`config.mk`:
```
export PLATFORM = sky130hd
export DESIGN_NAME = dcr_regs
export DESIGN_NICKNAME = d
export VERILOG_FILES = /design/src/rtl/dcr_pkg.sv /design/src/rtl/dcr_clk_if.sv /design/src/rtl/dcr_clk_div.sv /design/src/rtl/dcr_regs.sv
export SDC_FILE = /design/constraint.sdc
export NUM_CORES = 1
export LEC_CHECK = 0
export BUFFER_PORTS_ARGS = -buffer_cell sky130_fd_sc_hd__buf_2
export CORE_UTILIZATION = 35
export CTS_BUF_LIST = sky130_fd_sc_hd__clkbuf_8
export CTS_CLUSTER_SIZE = 12
export DETAILED_ROUTE_END_ITERATION = 8
export SLEW_MARGIN = 10
export SYNTH_ARGS = -nofsm -noshare
export SYNTH_HDL_FRONTEND = slang
export SYNTH_SLANG_ARGS = --single-unit
```
`constraint.sdc`:
```
create_clock -name ref_clk_i -period 2.7 [get_ports ref_clk_i]
set_input_delay 0.27 -clock ref_clk_i [delete_from_list [all_inputs] [get_ports ref_clk_i]]
set_output_delay 0.27 -clock ref_clk_i [all_outputs]
set_load 0.02 [all_outputs]
```
`src/rtl/dcr_pkg.sv`:
```
// package: register map, field layout, reset values and timing for dcdc regs
package dcr_pkg;
  // register byte addresses on the word-aligned bus
  localparam logic [3:0] ADDR_CONTROL = 4'h0;
  localparam logic [3:0] ADDR_CONFIG = 4'h4;
  localparam logic [3:0] ADDR_ADC_CFG = 4'h8;
  localparam logic [3:0] ADDR_STATUS = 4'hC;
  // control register fields
  localparam int CTL_MIN_PULSE_SEL_LSB = 6;
  localparam int CTL_SWITCH_BIT = 5;
  localparam int CTL_RSVD_BIT = 4;
  localparam int CTL_SYNC_BIT = 3;
  localparam int CTL_VOUT_LSB = 0;
  localparam logic [7:0] CTL_RESET = 8'h21;
  // config register fields
  localparam int CFG_RSVD_BIT = 7;
  localparam int CFG_DIV_LSB = 5;
  localparam int CFG_POL_BIT = 4;
  localparam int CFG_INV_BIT = 3;
  localparam int CFG_ILIM_BIT = 2;
  localparam int CFG_SLP_BIT = 1;
  localparam int CFG_SRC_BIT = 0;
  localparam logic [7:0] CFG_RESET = 8'h00;
  localparam logic [7:0] CFG_WMASK = 8'h7F;
  // adc configuration shadow: sample clock field in bits 7:3
  localparam int ADC_SC_LSB = 3;
  localparam logic [7:0] ADC_RESET = 8'hF8;
  // minimum pulse widths in ns and as system clock cycles (round up)
  localparam int CLK_PERIOD_NS = 8;
  localparam int MIN_PULSE_SEL_1_NS = 20;
  localparam int MIN_PULSE_SEL_2_NS = 40;
  localparam int MIN_PULSE_SEL_3_NS = 80;
  localparam logic [7:0] MIN_PULSE_SEL_1_CYC =
    8'((MIN_PULSE_SEL_1_NS + CLK_PERIOD_NS - 1) / CLK_PERIOD_NS);
  localparam logic [7:0] MIN_PULSE_SEL_2_CYC =
    8'((MIN_PULSE_SEL_2_NS + CLK_PERIOD_NS - 1) / CLK_PERIOD_NS);
  localparam logic [7:0] MIN_PULSE_SEL_3_CYC =
    8'((MIN_PULSE_SEL_3_NS + CLK_PERIOD_NS - 1) / CLK_PERIOD_NS);
  // output voltage targets in millivolts, indexed by code
  localparam logic [11:0] VOUT_MV [8] = '{12'h708, 12'h76C, 12'h7D0,
    12'h834, 12'h960, 12'hA8C, 12'hBB8, 12'hCE4};
endpackage : dcr_pkg

```
`src/rtl/dcr_clk_if.sv`:
```
// interface: divider settings toward the converter clock divider
`timescale 1ns/1ps
interface dcr_clk_if;
  logic [1:0] div_sel;
  logic invert;
  logic use_sysclk;
  logic tick;
  modport ctl (output div_sel, output invert, output use_sysclk,
    input tick);
  modport div (input div_sel, input invert, input use_sysclk, output tick);
endinterface : dcr_clk_if

```
`src/rtl/dcr_clk_div.sv`:
```
// converter clock divider: enable pulse at sysclk / 1, 2, 4 or 8
`timescale 1ns/1ps
module dcr_clk_div
  import dcr_pkg::*;
(
  input wire logic ref_clk_i,
  input wire logic nrst_i,
  dcr_clk_if.div cif
);
  logic [2:0] cnt;
  logic [2:0] lim;
  logic phase;

  always_comb begin
    lim = 3'((1 << cif.div_sel) - 1);
  end

  always_ff @(posedge ref_clk_i) begin
    if (!nrst_i || !cif.use_sysclk) begin
      cnt <= 3'h0;
    end else if (cnt >= lim) begin
      cnt <= 3'h0;
    end else begin
      cnt <= cnt + 3'h1;
    end
  end

  // inversion shifts the tick by half a period of the divided clock, except at divide by 1 where it does not move
  always_ff @(posedge ref_clk_i) begin
    if (!nrst_i) begin
      phase <= 1'b0;
    end else begin
      phase <= cif.invert;
    end
  end

  always_comb begin
    cif.tick = cif.use_sysclk &&
      (cnt == (phase ? 3'(lim >> 1) : lim));
  end
endmodule : dcr_clk_div

```
`src/rtl/dcr_regs.sv`:
```
// dcdc converter control and configuration registers on avalon-mm
`timescale 1ns/1ps
module dcr_regs
  import dcr_pkg::*;
(
  input wire logic ref_clk_i,
  input wire logic nrst_i,
  input wire logic [3:0] avs_address_i,
  input wire logic avs_read_i,
  input wire logic avs_write_i,
  input wire logic [31:0] avs_writedata_i,
  input wire logic [3:0] avs_byteenable_i,
  output logic [31:0] avs_readdata_o,
  output logic avs_waitrequest_o,
  input wire logic quiet_i,
  output logic [7:0] min_pulse_cyc_o,
  output logic switch_size_sel_o,
  output logic [2:0] out_voltage_sel_o,
  output logic [11:0] out_voltage_mv_o,
  output logic adc_sync_en_o,
  output logic adc_track_o,
  output logic adc_sar_clk_o,
  output logic conv_clk_tick_o,
  output logic conv_clk_source_o,
  output logic peak_limit_high_o,
  output logic sleep_float_o
);
  logic [7:0] ctl;
  logic [7:0] cfg;
  logic [7:0] adc_config_reg;
  logic done;
  logic quiet_s1;
  logic quiet_s2;
  logic sar_raw;
  logic [7:0] next_pw;
  dcr_clk_if cif ();

  dcr_clk_div u_div (
    .ref_clk_i(ref_clk_i),
    .nrst_i(nrst_i),
    .cif(cif)
  );

  //////////////////////////////////////////////////////////////////////////
  // bus slave: one wait cycle, answer on the second edge
  wire req = avs_read_i || avs_write_i;
  // a write lands on the edge where the master sees waitrequest low
  wire wr_ok = avs_write_i && done && avs_byteenable_i[0];

  always_ff @(posedge ref_clk_i) begin
    if (!nrst_i) begin
      done <= 1'b0;
    end else begin
      done <= req && !done;
    end
  end

  always_ff @(posedge ref_clk_i) begin
    if (!nrst_i) begin
      avs_waitrequest_o <= 1'b1;
    end else begin
      avs_waitrequest_o <= !(req && !done);
    end
  end

  always_ff @(posedge ref_clk_i) begin
    if (!nrst_i) begin
      avs_readdata_o <= 32'h0000_0000;
    end else if (avs_read_i && !done) begin
      unique case (avs_address_i)
        ADDR_CONTROL: avs_readdata_o <= {24'h000000, ctl};
        ADDR_CONFIG: avs_readdata_o <= {24'h000000, cfg};
        ADDR_ADC_CFG: avs_readdata_o <= {24'h000000, adc_config_reg};
        ADDR_STATUS: avs_readdata_o <= {29'h0, adc_sar_clk_o,
          adc_track_o, conv_clk_tick_o};
        default: avs_readdata_o <= 32'h0000_0000;
      endcase
    end
  end

  //////////////////////////////////////////////////////////////////////////
  // registers
  always_ff @(posedge ref_clk_i) begin
    if (!nrst_i) begin
      ctl <= CTL_RESET;
    end else if (wr_ok && avs_address_i == ADDR_CONTROL) begin
      // bit 4 is stored as written; software keeps it zero
      ctl <= avs_writedata_i[7:0];
    end
  end

  always_ff @(posedge ref_clk_i) begin
    if (!nrst_i) begin
      cfg <= CFG_RESET;
    end else if (wr_ok && avs_address_i == ADDR_CONFIG) begin
      cfg <= avs_writedata_i[7:0] & CFG_WMASK;
    end
  end

  // adc configuration shadow; sample clock field must be zero under sync
  always_ff @(posedge ref_clk_i) begin
    if (!nrst_i) begin
      adc_config_reg <= ADC_RESET;
    end else if (wr_ok && avs_address_i == ADDR_ADC_CFG) begin
      adc_config_reg <= avs_writedata_i[7:0];
    end
  end

  //////////////////////////////////////////////////////////////////////////
  // converter controls
  assign cif.div_sel = cfg[CFG_DIV_LSB +: 2];
  assign cif.invert = cfg[CFG_INV_BIT];
  assign cif.use_sysclk = cfg[CFG_SRC_BIT];

  always_comb begin
    unique case (ctl[CTL_MIN_PULSE_SEL_LSB +: 2])
      2'h0: next_pw = 8'h00;
      2'h1: next_pw = MIN_PULSE_SEL_1_CYC;
      2'h2: next_pw = MIN_PULSE_SEL_2_CYC;
      2'h3: next_pw = MIN_PULSE_SEL_3_CYC;
    endcase
  end

  always_ff @(posedge ref_clk_i) begin
    if (!nrst_i) begin
      min_pulse_cyc_o <= 8'h00;
    end else begin
      min_pulse_cyc_o <= next_pw;
    end
  end

  always_ff @(posedge ref_clk_i) begin
    if (!nrst_i) begin
      switch_size_sel_o <= CTL_RESET[CTL_SWITCH_BIT];
    end else begin
      switch_size_sel_o <= ctl[CTL_SWITCH_BIT];
    end
  end

  always_ff @(posedge ref_clk_i) begin
    if (!nrst_i) begin
      out_voltage_sel_o <= CTL_RESET[CTL_VOUT_LSB +: 3];
      out_voltage_mv_o <= VOUT_MV[CTL_RESET[CTL_VOUT_LSB +: 3]];
    end else begin
      out_voltage_sel_o <= ctl[CTL_VOUT_LSB +: 3];
      out_voltage_mv_o <= VOUT_MV[ctl[CTL_VOUT_LSB +: 3]];
    end
  end

  always_ff @(posedge ref_clk_i) begin
    if (!nrst_i) begin
      adc_sync_en_o <= CTL_RESET[CTL_SYNC_BIT];
    end else begin
      adc_sync_en_o <= ctl[CTL_SYNC_BIT];
    end
  end

  always_ff @(posedge ref_clk_i) begin
    if (!nrst_i) begin
      conv_clk_source_o <= CFG_RESET[CFG_SRC_BIT];
    end else begin
      conv_clk_source_o <= cfg[CFG_SRC_BIT];
    end
  end

  always_ff @(posedge ref_clk_i) begin
    if (!nrst_i) begin
      peak_limit_high_o <= CFG_RESET[CFG_ILIM_BIT];
    end else begin
      peak_limit_high_o <= cfg[CFG_ILIM_BIT];
    end
  end

  always_ff @(posedge ref_clk_i) begin
    if (!nrst_i) begin
      sleep_float_o <= CFG_RESET[CFG_SLP_BIT];
    end else begin
      sleep_float_o <= cfg[CFG_SLP_BIT];
    end
  end

  always_ff @(posedge ref_clk_i) begin
    if (!nrst_i) begin
      conv_clk_tick_o <= 1'b0;
    end else begin
      conv_clk_tick_o <= cif.tick;
    end
  end

  //////////////////////////////////////////////////////////////////////////
  // adc synchronisation: quiet interval from the analog side
  always_ff @(posedge ref_clk_i) begin
    if (!nrst_i) begin
      quiet_s1 <= 1'b0;
      quiet_s2 <= 1'b0;
    end else begin
      quiet_s1 <= quiet_i;
      quiet_s2 <= quiet_s1;
    end
  end

  always_ff @(posedge ref_clk_i) begin
    if (!nrst_i) begin
      adc_track_o <= 1'b0;
    end else begin
      adc_track_o <= ctl[CTL_SYNC_BIT] && quiet_s2;
    end
  end

  // sar clock toggles on each converter tick while synced
  always_ff @(posedge ref_clk_i) begin
    if (!nrst_i || !ctl[CTL_SYNC_BIT]) begin
      sar_raw <= 1'b0;
    end else if (cif.tick) begin
      sar_raw <= !sar_raw;
    end
  end

  always_ff @(posedge ref_clk_i) begin
    if (!nrst_i) begin
      adc_sar_clk_o <= 1'b0;
    end else if (!ctl[CTL_SYNC_BIT]) begin
      adc_sar_clk_o <= 1'b0;
    end else begin
      adc_sar_clk_o <= sar_raw ^ !cfg[CFG_POL_BIT];
    end
  end
endmodule : dcr_regs

```
==> impl_metrics.sql, run 1 <==
INSERT INTO impl_metrics (metric_group, metric, value, unit) VALUES
('layout', 'final_layout_size_suffix_gt1_share', '21.9', '%'),
('floorplanning', 'num_rows', '32', ''),
('critical_path', 'regToRegSetupSlack', '1200', 'ps'),
('critical_path', 'setup.worst_path.start_class', 'register', ''),
('yosys', 'postSynth.asyncResetShare', '0', '%'),
('yosys', 'syn_avg_cell_area', '9.42', 'sq um'),
('critical_path', 'crit_slowest_cell', 'sky130_fd_sc_hd__dfxtp_1', ''),
('worst_hold_path', 'min-delay-start', 'quiet_i', ''),
('pwr', 'ir_drop_worst_vdd', '0.200', 'mV'),
('place', 'place.gp.congestion', '0.738', ''),
('critical_path', 'critical_path.startpoint', 'cfg[6]$_SDFFE_PN0P_', ''),
('status', 'run_status', 'finished, final reports clean', ''),
('timing', 'final_max_slew_viol_count', '0', ''),
('pwr', 'leakagePower', '1.54', 'nW'),
('yosys', 'netlist_top_cells_area', 'sky130_fd_sc_hd__dfxtp_1, sky130_fd_sc_hd__buf_4, sky130_fd_sc_hd__mux2i_1', ''),
('drt', 'drt_first_iter_violations', '103', ''),
('timing', 'rsz0062_at_grt', 'no', ''),
('timing', 'worstMarginPinSlew', '648', 'ps'),
('floorplanning', 'initial_utilization', '36.8', '%'),
('clocking', 'tritoncts', 'done', ''),
('layout', 'largest_register_by_flop_count', 'out_voltage_mv_o', ''),
('yosys', 'combinational_family_with_the_most_area_after_synthesis', 'simple AND/OR/NAND/NOR gates', ''),
('drt', 'routedWlPerCell', '12.0', 'microns'),
('drt', 'drtPass1Iterations', '4', ''),
('timing', 'fin_crit', '1500', 'ps'),
('yosys', 'yosys_top_cell_by_area', 'sky130_fd_sc_hd__dfxtp_1', ''),
('critical_path', 'cp.buffers_inverters', '1', ''),
('global_route', 'grt_max_degree', '42', ''),
('worst_hold_path', 'min_path_cells', '2', ''),
('critical_path', 'reg2reg_depth', '6', ''),
('drt', 'detailroute.wirelength.met2', '2.68', 'mm'),
('timing', 'fin_tns_setup', '0', 'ps'),
('yosys', 'post_synthesis_sequential_element_count', '64', ''),
('clocking', 'post_cts_resized', '0', ''),
('timing', 'finalHoldWorstSlack', '151', 'ps'),
('pwr', 'power', '1.86', 'mW'),
('critical_path', 'endpoint_required_time_on_the_critical_path', '2970', 'ps'),
('clocking', 'cts_inserted_buffers', '9', ''),
('critical_path', 'cp_max_fanout', '6', ''),
('clocking', 'cts_buffer_depth', '2', ''),
('yosys', 'yosysUniqueCellTypes', '43', ''),
('yosys', 'synthesis.area', '0.00288', 'sq mm'),
('yosys', 'post_synth_inst_count', '306', ''),
('yosys', 'yosys_most_used_dff', 'sky130_fd_sc_hd__dfxtp_1', ''),
('clocking', 'cts.root.buffer_cell', 'sky130_fd_sc_hd__clkbuf_8', ''),
('yosys', 'netlist_top_cells_count', 'sky130_fd_sc_hd__dfxtp_1, sky130_fd_sc_hd__buf_4, sky130_fd_sc_hd__nand2_1', ''),
('clocking', 'number_of_h_tree_branching_levels', '3', ''),
('yosys', 'synth.area.mux_share', '5.55', '%'),
('drt', 'met3WireLength', '316', 'microns'),
('job', 'timing.max_cap.violations', '0', ''),
('global_route', 'vias_in_the_first_global_route', '1937', ''),
('clocking', 'clk_slew_on_worst_s_h_paths', '70', 'ps'),
('yosys', 'synthMostInstantiatedCell', 'sky130_fd_sc_hd__dfxtp_1', ''),
('layout', 'finish.instance_area', '0.00329', 'sq mm'),
('floorplanning', 'core_region_area', '0.00785', 'sq mm'),
('drt', 'route.top_layer_used', 'met4', ''),
('global_route', 'gr-usage-all-layers', '13.4', '%'),
('worst_hold_path', 'whs_endpoint', 'quiet_s1$_SDFF_PN0_', ''),
('timing', 'setup-violations-final', '0', ''),
('timing', 'hold_violations', '0', ''),
('clocking', 'cts_setup_buffers', '0', ''),
('floorplanning', 'design.portCount', '109', ''),
('yosys', 'yosys.area_share.simple', '20.4', '%'),
('drt', 'drt_drc_violations_left', '0', ''),
('global_route', 'grt_pass1_wl', '8.79', 'mm'),
('yosys', 'synthXorXnorAreaFrac', '1.52', '%'),
('layout', 'fin_nets', '414', ''),
('timing', 'layout_worst_path_cycle_share', '55.7', '%'),
('layout', 'finish.utilization', '41.9', '%'),
('yosys', 'synth_enable_flop_cells', '0', ''),
('layout', 'synthToLayoutAreaGrowth', '14.0', '%');
==> cells by family (layout without fill, tap and decap cells) <==
group	count (synthesis)	count (layout)
other cells	1	30
fa+ha+maj	12	12
buf+inv	57	83
xor+xnor	5	5
compound gates	41	41
simple gates	110	110
mux	16	16
flops	64	64
==> per-layer routing <==
| metal | global-route usage [%] | up-vias |
|---|---|---|
| li1 | - | 1068 |
| met1 | 15.8 | 980 |
| met2 | 22.0 | 59 |
| met3 | 4.02 | 8 |
| met4 | 6.41 | 0 |
| met5 | 0 | - |
==> worst register-to-register path, delay by kind of cell (launching register included) <==
family,cells,cell delay (ps)
DFF,1,460
AOI/OAI and AO/OA,2,270
buffers and inverters,1,140
and+or+nand+nor,2,270
adders and majority gates,1,300
==> stage by stage <==
step	setup WS [ps]	cells
after global routing	1090	463
after CTS	1200	463
after floorplan	1400	335
after global placement	1030	448
after detailed placement	1020	448
final	1200	463
==> worst max-delay path by stage <==
stage,endpoint,cells after the start
2_1_floorplan,sar_raw$_SDFFE_PN0P_,5
3_3_place_gp,avs_readdata_o[6]$_SDFFE_PN0P_,6
3_5_place_dp,avs_readdata_o[3]$_SDFFE_PN0P_,7
4_1_cts,u_div.cnt[2]$_SDFF_PP0_,6
5_1_grt,u_div.cnt[2]$_SDFF_PP0_,8
6_report,u_div.cnt[2]$_SDFF_PP0_,6
==> placed cells by master (no fill, tap or decap), drive strengths merged, types with 3 or more instances in the layout <==
master / n
nor4: 3
nand2: 33
o221ai: 3
mux2i: 16
o21ai: 9
a21oi: 5
dfxtp: 64
ha: 12
nand3: 22
clkbuf: 13
buf: 55
and2: 15
nor2: 12
nor2b: 15
a21boi: 12
xor2: 3
conb: 30
o211a: 3
inv: 13
==> area by class of cell <==
class                   count  area [sq um]
clock inverters             2          12.5
fillers                   825          4560
flip-flops and latches     64          1280
inverters                  13          48.8
multi-input cells         214          1350
repair buffers             55           285
clock buffers              13           179
well taps                 102           128
==> power breakdown <==
part	total [mW]	internal (mW)	leakage [nW]	switching (mW)
Clock	0.772	0.427	0.0975	0.345
Sequential	0.958	0.954	0.518	0.00461
Combinational	0.134	0.0373	0.928	0.0968
Note: power is estimated with default switching activity, not from simulation.
==> inputs of run 2 (changes only) <==
clock period = 1.3 ns   (was 2.7 ns; I/O delays follow)
==> run 2 against run 1 <==
Against the previous run: the flow now finishes with violations (setup timing); sequential power is 110% higher; clock skew about the same; die area stayed put; utilization rose by 2.7 points; cell area increased by 6.4%; first-iteration DRC count decreased by 43%; flip-flop and latch count unchanged; register-to-register slack worse by 1200 ps; critical endpoint is now sar_raw$_SDFFE_PN0P_; largest power group unchanged; highest routed layer unchanged.
==> impl_metrics.sql, run 2 (synthesis results as in run 1) <==
INSERT INTO impl_metrics (metric_group, metric, value, unit) VALUES
('floorplanning', 'initial_utilization', '36.8', '%'),
('timing', 'rsz0062_at_grt', 'yes', ''),
('clocking', 'cts_buffer_depth', '2', ''),
('global_route', 'global_routing_s_busiest_layer', 'met2', ''),
('critical_path', 'endpoint_required_time_on_the_critical_path', '1540', 'ps'),
('clocking', 'numClockSinks', '64', ''),
('floorplanning', 'die_ar', '0.00861', 'sq mm'),
('timing', 'final_max_slew_viol_count', '0', ''),
('critical_path', 'cp.buffers_inverters', '0', ''),
('layout', 'fin_nets', '433', ''),
('critical_path', 'worstPathCellList', 'nor2b_4, or4_4, o311ai_4, a31o_2, a21oi_2', ''),
('pwr', 'combPwrFrac', '7.4', '%'),
('clocking', 'cts_setup_buffers', '0', ''),
('timing', 'finalHoldWorstSlack', '36.5', 'ps'),
('global_route', 'grt_max_degree', '30', ''),
('critical_path', 'critPathTopFamily', 'simple AND/OR/NAND/NOR gates', ''),
('critical_path', 'setup.worst_path.start_class', 'register', ''),
('pwr', 'clock_group_share_of_total_power', '45.1', '%'),
('pwr', 'seqPwrFrac', '47.5', '%'),
('job', 'timing.max_cap.violations', '0', ''),
('drt', 'viasPerCell', '4.55', ''),
('clocking', 'worstSkewPairLatency', '340', 'ps'),
('worst_hold_path', 'timing.hold.worst.class', 'primary input to register', ''),
('pwr', 'switching_share', '23.7', '%'),
('global_route', 'grt_remaining_overflow', '0', ''),
('global_route', 'grt_met3_usage', '4.43', '%'),
('global_route', 'vias_in_the_first_global_route', '2016', ''),
('floorplanning', 'design.portCount', '109', ''),
('critical_path', 'slowest_delay', '420', 'ps'),
('floorplanning', 'core_region_area', '0.00785', 'sq mm'),
('critical_path', 'timing.critical_path.arrival', '1570', 'ps'),
('clocking', 'cts_inserted_buffers', '9', ''),
('pwr', 'power', '4.19', 'mW'),
('floorplanning', 'die_y', '92.8', 'microns'),
('layout', 'finish.instance_area', '0.00350', 'sq mm'),
('clocking', 'clk_slew_on_worst_s_h_paths', '70', 'ps'),
('pwr', 'p_switching', '0.991', 'mW'),
('status', 'violations', 'setup timing', ''),
('layout', 'final_layout_size_suffix_gt1_share', '28.3', '%'),
('layout', 'synthToLayoutAreaGrowth', '21.2', '%'),
('global_route', 'antenna_found_initial', '0', ''),
('layout', 'largest_register_ffs', '9', ''),
('place', 'place.gp.congestion', '0.775', ''),
('clocking', 'cts.root.buffer_cell', 'sky130_fd_sc_hd__clkbuf_8', ''),
('clocking', 'number_of_h_tree_branching_levels', '3', ''),
('pwr', 'p_int', '3.20', 'mW'),
('global_route', 'global_route.usage.met1', '17.3', '%'),
('drt', 'drt_drc_violations_left', '0', ''),
('timing', 'fin_crit', '1330', 'ps'),
('pwr', 'ir_drop_worst_vdd', '0.436', 'mV'),
('critical_path', 'worstSetupPathType', 'register to register', ''),
('layout', 'largest_register_by_flop_count', 'out_voltage_mv_o', ''),
('drt', 'route.final.wire_length', '5.77', 'mm'),
('place', 'placement.io_buffers', '51', ''),
('layout', 'final_common_cell', 'sky130_fd_sc_hd__dfxtp_1', ''),
('timing', 'setup-violations-final', '1', ''),
('pwr', 'leakagePower', '1.66', 'nW'),
('floorplanning', 'num_rows', '32', ''),
('timing', 'layout_worst_path_cycle_share', '102', '%'),
('place', 'place_ws', '-68.1', 'ps'),
('pwr', 'power_density', '1200', 'mW/mm^2'),
('timing', 'achievable-frequency', '752', 'MHz'),
('place', 'dp.final_hpwl', '4.27', 'mm'),
('floorplanning', 'die_width', '92.8', 'microns'),
('critical_path', 'cp_max_fanout', '3', ''),
('drt', 'routedWlPerCell', '11.9', 'microns'),
('status', 'run_status', 'finished, violations left', ''),
('timing', 'hold_violations', '0', ''),
('clocking', 'tritoncts', 'done', ''),
('drt', 'drt_first_iter_violations', '59', ''),
('layout', 'commonest_non_fill_non_tap_cells_in_the_layout', 'sky130_fd_sc_hd__dfxtp_1, sky130_fd_sc_hd__buf_2, sky130_fd_sc_hd__nand2_1, sky130_fd_sc_hd__conb_1', ''),
('drt', 'vias', '2200', ''),
('timing', 'clock_skew', '7.42', 'ps'),
('global_route', 'gr-usage-all-layers', '14.3', '%'),
('critical_path', 'crit_slowest_cell', 'sky130_fd_sc_hd__or4_4', ''),
('global_route', 'use_met2', '22.2', '%'),
('layout', 'n_diodes', '0', ''),
('critical_path', 'setup.worst_path.end_class', 'register', ''),
('drt', 'drtPass1Iterations', '4', ''),
('place', 'post_dp_cell_area', '0.00323', 'sq mm'),
('drt', 'postRouteAntennaNets', '0', ''),
('global_route', 'grt_pass1_wl', '9.35', 'mm'),
('timing', 'fin_ws', '-29.1', 'ps');
==> run 2: repair_timing <==
action                                 CTS  global route
setup endpoints to repair                4            20
hold buffers                             1             0
resized for setup                        7             7
endpoints found under the hold margin    1             0
pin swaps                                4             2
==> run 2: metal layers <==
layer | vias up | part of all wire (%)
met5 | - | 0
met4 | 0 | 2.5
met3 | 15 | 5.7
met2 | 71 | 45
met1 | 1004 | 47
li1 | 1110 | -
==> run 2: cell type report <==
class	count	area (sq um)
clock buffer	10	138
fill	816	4350
tap	102	128
multi-input combinational	214	1380
inverter	13	48.8
timing repair buffer	74	430
clock inverter	6	82.6
sequential	64	1290
==> run 2: power by group through the flow <==
stage               Clock, mW  Combinational, mW  Sequential, mW
finish                   1.89              0.309            1.99
global route             2.02              0.334            1.99
CTS                      1.93              0.307            1.99
detailed placement          0              0.303            2.03
global placement            0              0.302            2.03
floorplan                   0              0.257            2.05
==> run 2: per-stage QoR <==
| stage | TNS (ps) | instances | utilization (%) |
|---|---|---|---|
| floorplan | -2.96 | 335 | - |
| global placement | -494 | 466 | 41.2 |
| detailed placement | -781 | 466 | 41.2 |
| CTS | -28.5 | 483 | 44.3 |
| global route | -391 | 483 | 44.5 |
| finish | -29.1 | 483 | 44.5 |
==> run 2: final timing paths <==
check | depth (start not counted) | from | slack [ps] | endpoint
setup / recovery | 5 | cfg[5]$_SDFFE_PN0P_ | -30 | sar_raw$_SDFFE_PN0P_
hold / removal | 2 | avs_read_i | 40 | avs_waitrequest_o$_SDFF_PN1_
setup reg to reg | 5 | cfg[5]$_SDFFE_PN0P_ | -30 | sar_raw$_SDFFE_PN0P_
hold reg to reg | 1 | quiet_s1$_SDFF_PN0_ | 440 | quiet_s2$_SDFF_PN0_
==> inputs of run 3 (changes only) <==
REMOVE_ABC_BUFFERS = 1   (was unset)
clock period = 1.2 ns   (was 1.3 ns; I/O delays follow)
==> run 3 against run 2 <==
Against the previous run: the run still ends with setup timing left; wire length rose by 6.3%; count of clock-buffer cells in the layout rose by 2; cell area is 4.1% higher; first-iteration DRC count is 34% lower; worst setup slack lost 120 ps; hold slack better by 26 ps; via count rose by 3.9%; critical path type unchanged; highest routed layer unchanged.
==> impl_metrics.sql, run 3 (synthesis results as in run 1) <==
INSERT INTO impl_metrics (metric_group, metric, value, unit) VALUES
('critical_path', 'critPathTopFamily', 'simple AND/OR/NAND/NOR gates', ''),
('drt', 'postRouteAntennaNets', '0', ''),
('floorplanning', 'core_region_area', '0.00785', 'sq mm'),
('timing', 'final_max_slew_viol_count', '0', ''),
('drt', 'routedWlPerCell', '12.2', 'microns'),
('global_route', 'grt_remaining_overflow', '0', ''),
('layout', 'finish.utilization', '46.4', '%'),
('global_route', 'grt_pass1_wl', '9.94', 'mm'),
('layout', 'synthToLayoutAreaGrowth', '26.2', '%'),
('layout', 'n_diodes', '0', ''),
('critical_path', 'reg2reg_depth', '5', ''),
('global_route', 'grt_max_degree', '17', ''),
('timing', 'achievable-frequency', '739', 'MHz'),
('timing', 'finalHoldWorstSlack', '62.1', 'ps'),
('floorplanning', 'die_width', '92.8', 'microns'),
('job', 'timing.max_cap.violations', '0', ''),
('timing', 'fin_crit', '1350', 'ps'),
('critical_path', 'setup.worst_path.end_class', 'register', ''),
('pwr', 'seqPwrFrac', '50.8', '%'),
('pwr', 'leakagePower', '1.76', 'nW'),
('global_route', 'antenna_found_initial', '0', ''),
('floorplanning', 'num_rows', '32', ''),
('clocking', 'clk_slew_on_worst_s_h_paths', '70', 'ps'),
('clocking', 'cts.root.buffer_cell', 'sky130_fd_sc_hd__clkbuf_8', ''),
('drt', 'vias', '2285', ''),
('critical_path', 'worstSetupPathType', 'register to register', ''),
('critical_path', 'critical_path.endpoint', 'sar_raw$_SDFFE_PN0P_', ''),
('critical_path', 'cp.buffers_inverters', '0', ''),
('critical_path', 'cp_max_fanout', '3', ''),
('timing', 'rsz0062_at_grt', 'yes', ''),
('drt', 'drt_drc_violations_left', '0', ''),
('floorplanning', 'die_ar', '0.00861', 'sq mm'),
('critical_path', 'endpoint_required_time_on_the_critical_path', '1420', 'ps'),
('clocking', 'tritoncts', 'done', ''),
('global_route', 'vias_in_the_first_global_route', '2091', ''),
('clocking', 'cts_buffer_depth', '2', ''),
('pwr', 'power_density', '1160', 'mW/mm^2'),
('timing', 'layout_worst_path_cycle_share', '113', '%'),
('status', 'run_status', 'finished, violations left', ''),
('clocking', 'numClockSinks', '64', ''),
('layout', 'fin_nets', '453', ''),
('pwr', 'p_switching', '1.05', 'mW'),
('clocking', 'cts_inserted_buffers', '9', ''),
('critical_path', 'slowest_delay', '430', 'ps'),
('critical_path', 'worstPathCellList', 'nor2b_4, or4_4, o311ai_4, a31o_2, a21oi_1', ''),
('layout', 'final_common_cell', 'sky130_fd_sc_hd__dfxtp_1', ''),
('critical_path', 'setup.worst_path.start_class', 'register', ''),
('critical_path', 'reg_to_reg_start', 'cfg[5]$_SDFFE_PN0P_', ''),
('layout', 'largest_register_by_flop_count', 'out_voltage_mv_o', ''),
('critical_path', 'rr_endpoint', 'sar_raw$_SDFFE_PN0P_', ''),
('timing', 'fin_ws', '-153', 'ps'),
('pwr', 'p_int', '3.19', 'mW'),
('clocking', 'number_of_h_tree_branching_levels', '3', ''),
('pwr', 'combPwrFrac', '9.0', '%'),
('critical_path', 'regToRegSetupSlack', '-150', 'ps'),
('status', 'violations', 'setup timing', ''),
('place', 'place.gp.congestion', '0.813', ''),
('pwr', 'clock_group_share_of_total_power', '40.2', '%'),
('timing', 'hold_violations', '0', ''),
('floorplanning', 'die_y', '92.8', 'microns'),
('drt', 'viasPerCell', '4.54', ''),
('place', 'placement.io_buffers', '51', ''),
('critical_path', 'timing.critical_path.arrival', '1580', 'ps'),
('pwr', 'ir_drop_worst_vdd', '0.480', 'mV'),
('pwr', 'switching_share', '24.8', '%'),
('drt', 'route.final.wire_length', '6.13', 'mm'),
('worst_hold_path', 'min-delay-start', 'avs_writedata_i[0]', ''),
('layout', 'commonest_non_fill_non_tap_cells_in_the_layout', 'sky130_fd_sc_hd__dfxtp_1, sky130_fd_sc_hd__buf_2, sky130_fd_sc_hd__buf_4', ''),
('floorplanning', 'design.portCount', '109', ''),
('critical_path', 'crit_slowest_cell', 'sky130_fd_sc_hd__or4_4', ''),
('layout', 'final_layout_size_suffix_gt1_share', '31.9', '%'),
('global_route', 'gr-usage-all-layers', '15.1', '%'),
('critical_path', 'cp.depth', '5', ''),
('layout', 'largest_register_ffs', '9', ''),
('floorplanning', 'initial_utilization', '36.8', '%'),
('worst_hold_path', 'timing.hold.worst.class', 'primary input to register', ''),
('place', 'dp.final_hpwl', '4.62', 'mm'),
('timing', 'setup-violations-final', '6', ''),
('timing', 'clock_skew', '6.07', 'ps'),
('clocking', 'worstSkewPairLatency', '330', 'ps'),
('drt', 'drtPass1Iterations', '4', ''),
('critical_path', 'critical_path.startpoint', 'cfg[5]$_SDFFE_PN0P_', ''),
('drt', 'drt_first_iter_violations', '39', '');
run 3: cell count changes in the layout (fill, tap and decap cells not counted), sizes merged:
cell,delta
clkinv,-2
inv,+2
buf,+20
bufinv,-2
clkbuf,+2
run 3: power groups by stage:
stage | registers (mW) | clock network, mW | logic, mW
2_1_floorplan | 2.22 | 0 | 0.163
3_3_place_gp | 2.20 | 0 | 0.363
3_5_place_dp | 2.20 | 0 | 0.366
4_1_cts | 2.15 | 1.75 | 0.377
5_1_grt | 2.16 | 1.86 | 0.410
6_report | 2.15 | 1.71 | 0.380
run 3: how the worst min path moves through the flow:
stage	to	depth (start not counted)
after floorplan	ctl[0]$_SDFFE_PN1P_	1
after global placement	quiet_s1$_SDFF_PN0_	2
after detailed placement	quiet_s1$_SDFF_PN0_	2
after CTS	ctl[0]$_SDFFE_PN1P_	3
after global routing	cfg[4]$_SDFFE_PN0P_	3
final	ctl[0]$_SDFFE_PN1P_	3
run 3: routing by layer:
| metal | share of wire [%] | global-route usage [%] | vias up | routed length, microns |
|---|---|---|---|---|
| met4 | 1.1 | 6.92 | 0 | 68 |
| met3 | 4.4 | 3.37 | 7 | 269 |
| met5 | 0 | 0 | - | 0 |
| met2 | 49 | 25.2 | 60 | 3000 |
| li1 | - | - | 1158 | - |
| met1 | 45 | 18.4 | 1060 | 2790 |
run 3: per-stage QoR:
step | setup TNS [ps] | instance area [sq um] | power (mW) | setup slack, ps | cells
2_1_floorplan | -3300 | 2680 | 2.38 | -177 | 291
3_3_place_gp | -2390 | 3390 | 2.57 | -190 | 485
3_5_place_dp | -3230 | 3390 | 2.57 | -177 | 485
4_1_cts | -496 | 3630 | 4.28 | -156 | 503
5_1_grt | -969 | 3640 | 4.42 | -195 | 503
6_report | -481 | 3640 | 4.24 | -153 | 503
run 3: what timing repair did:
action,in CTS,in global routing
buffers inserted,1,0
pin swaps,5,2
endpoints found under the hold margin,1,0
resized for setup,16,6
hold buffers,1,0
setup endpoints to repair,25,13
run 3: cell type report:
cell class / count / area [sq um]
Fill cell: 808 / 4210
Multi-Input combinational cell: 214 / 1400
Sequential cell: 64 / 1290
Timing Repair Buffer: 94 / 597
Clock buffer: 12 / 165
Tap cell: 102 / 128
Inverter: 13 / 48.8
Clock inverter: 4 / 20.0
run 3: tightest hold or removal path, cell delays in order:
cell                      delay (ps)
sky130_fd_sc_hd__buf_2           120
sky130_fd_sc_hd__mux2i_1          70
sky130_fd_sc_hd__nand2_1          60
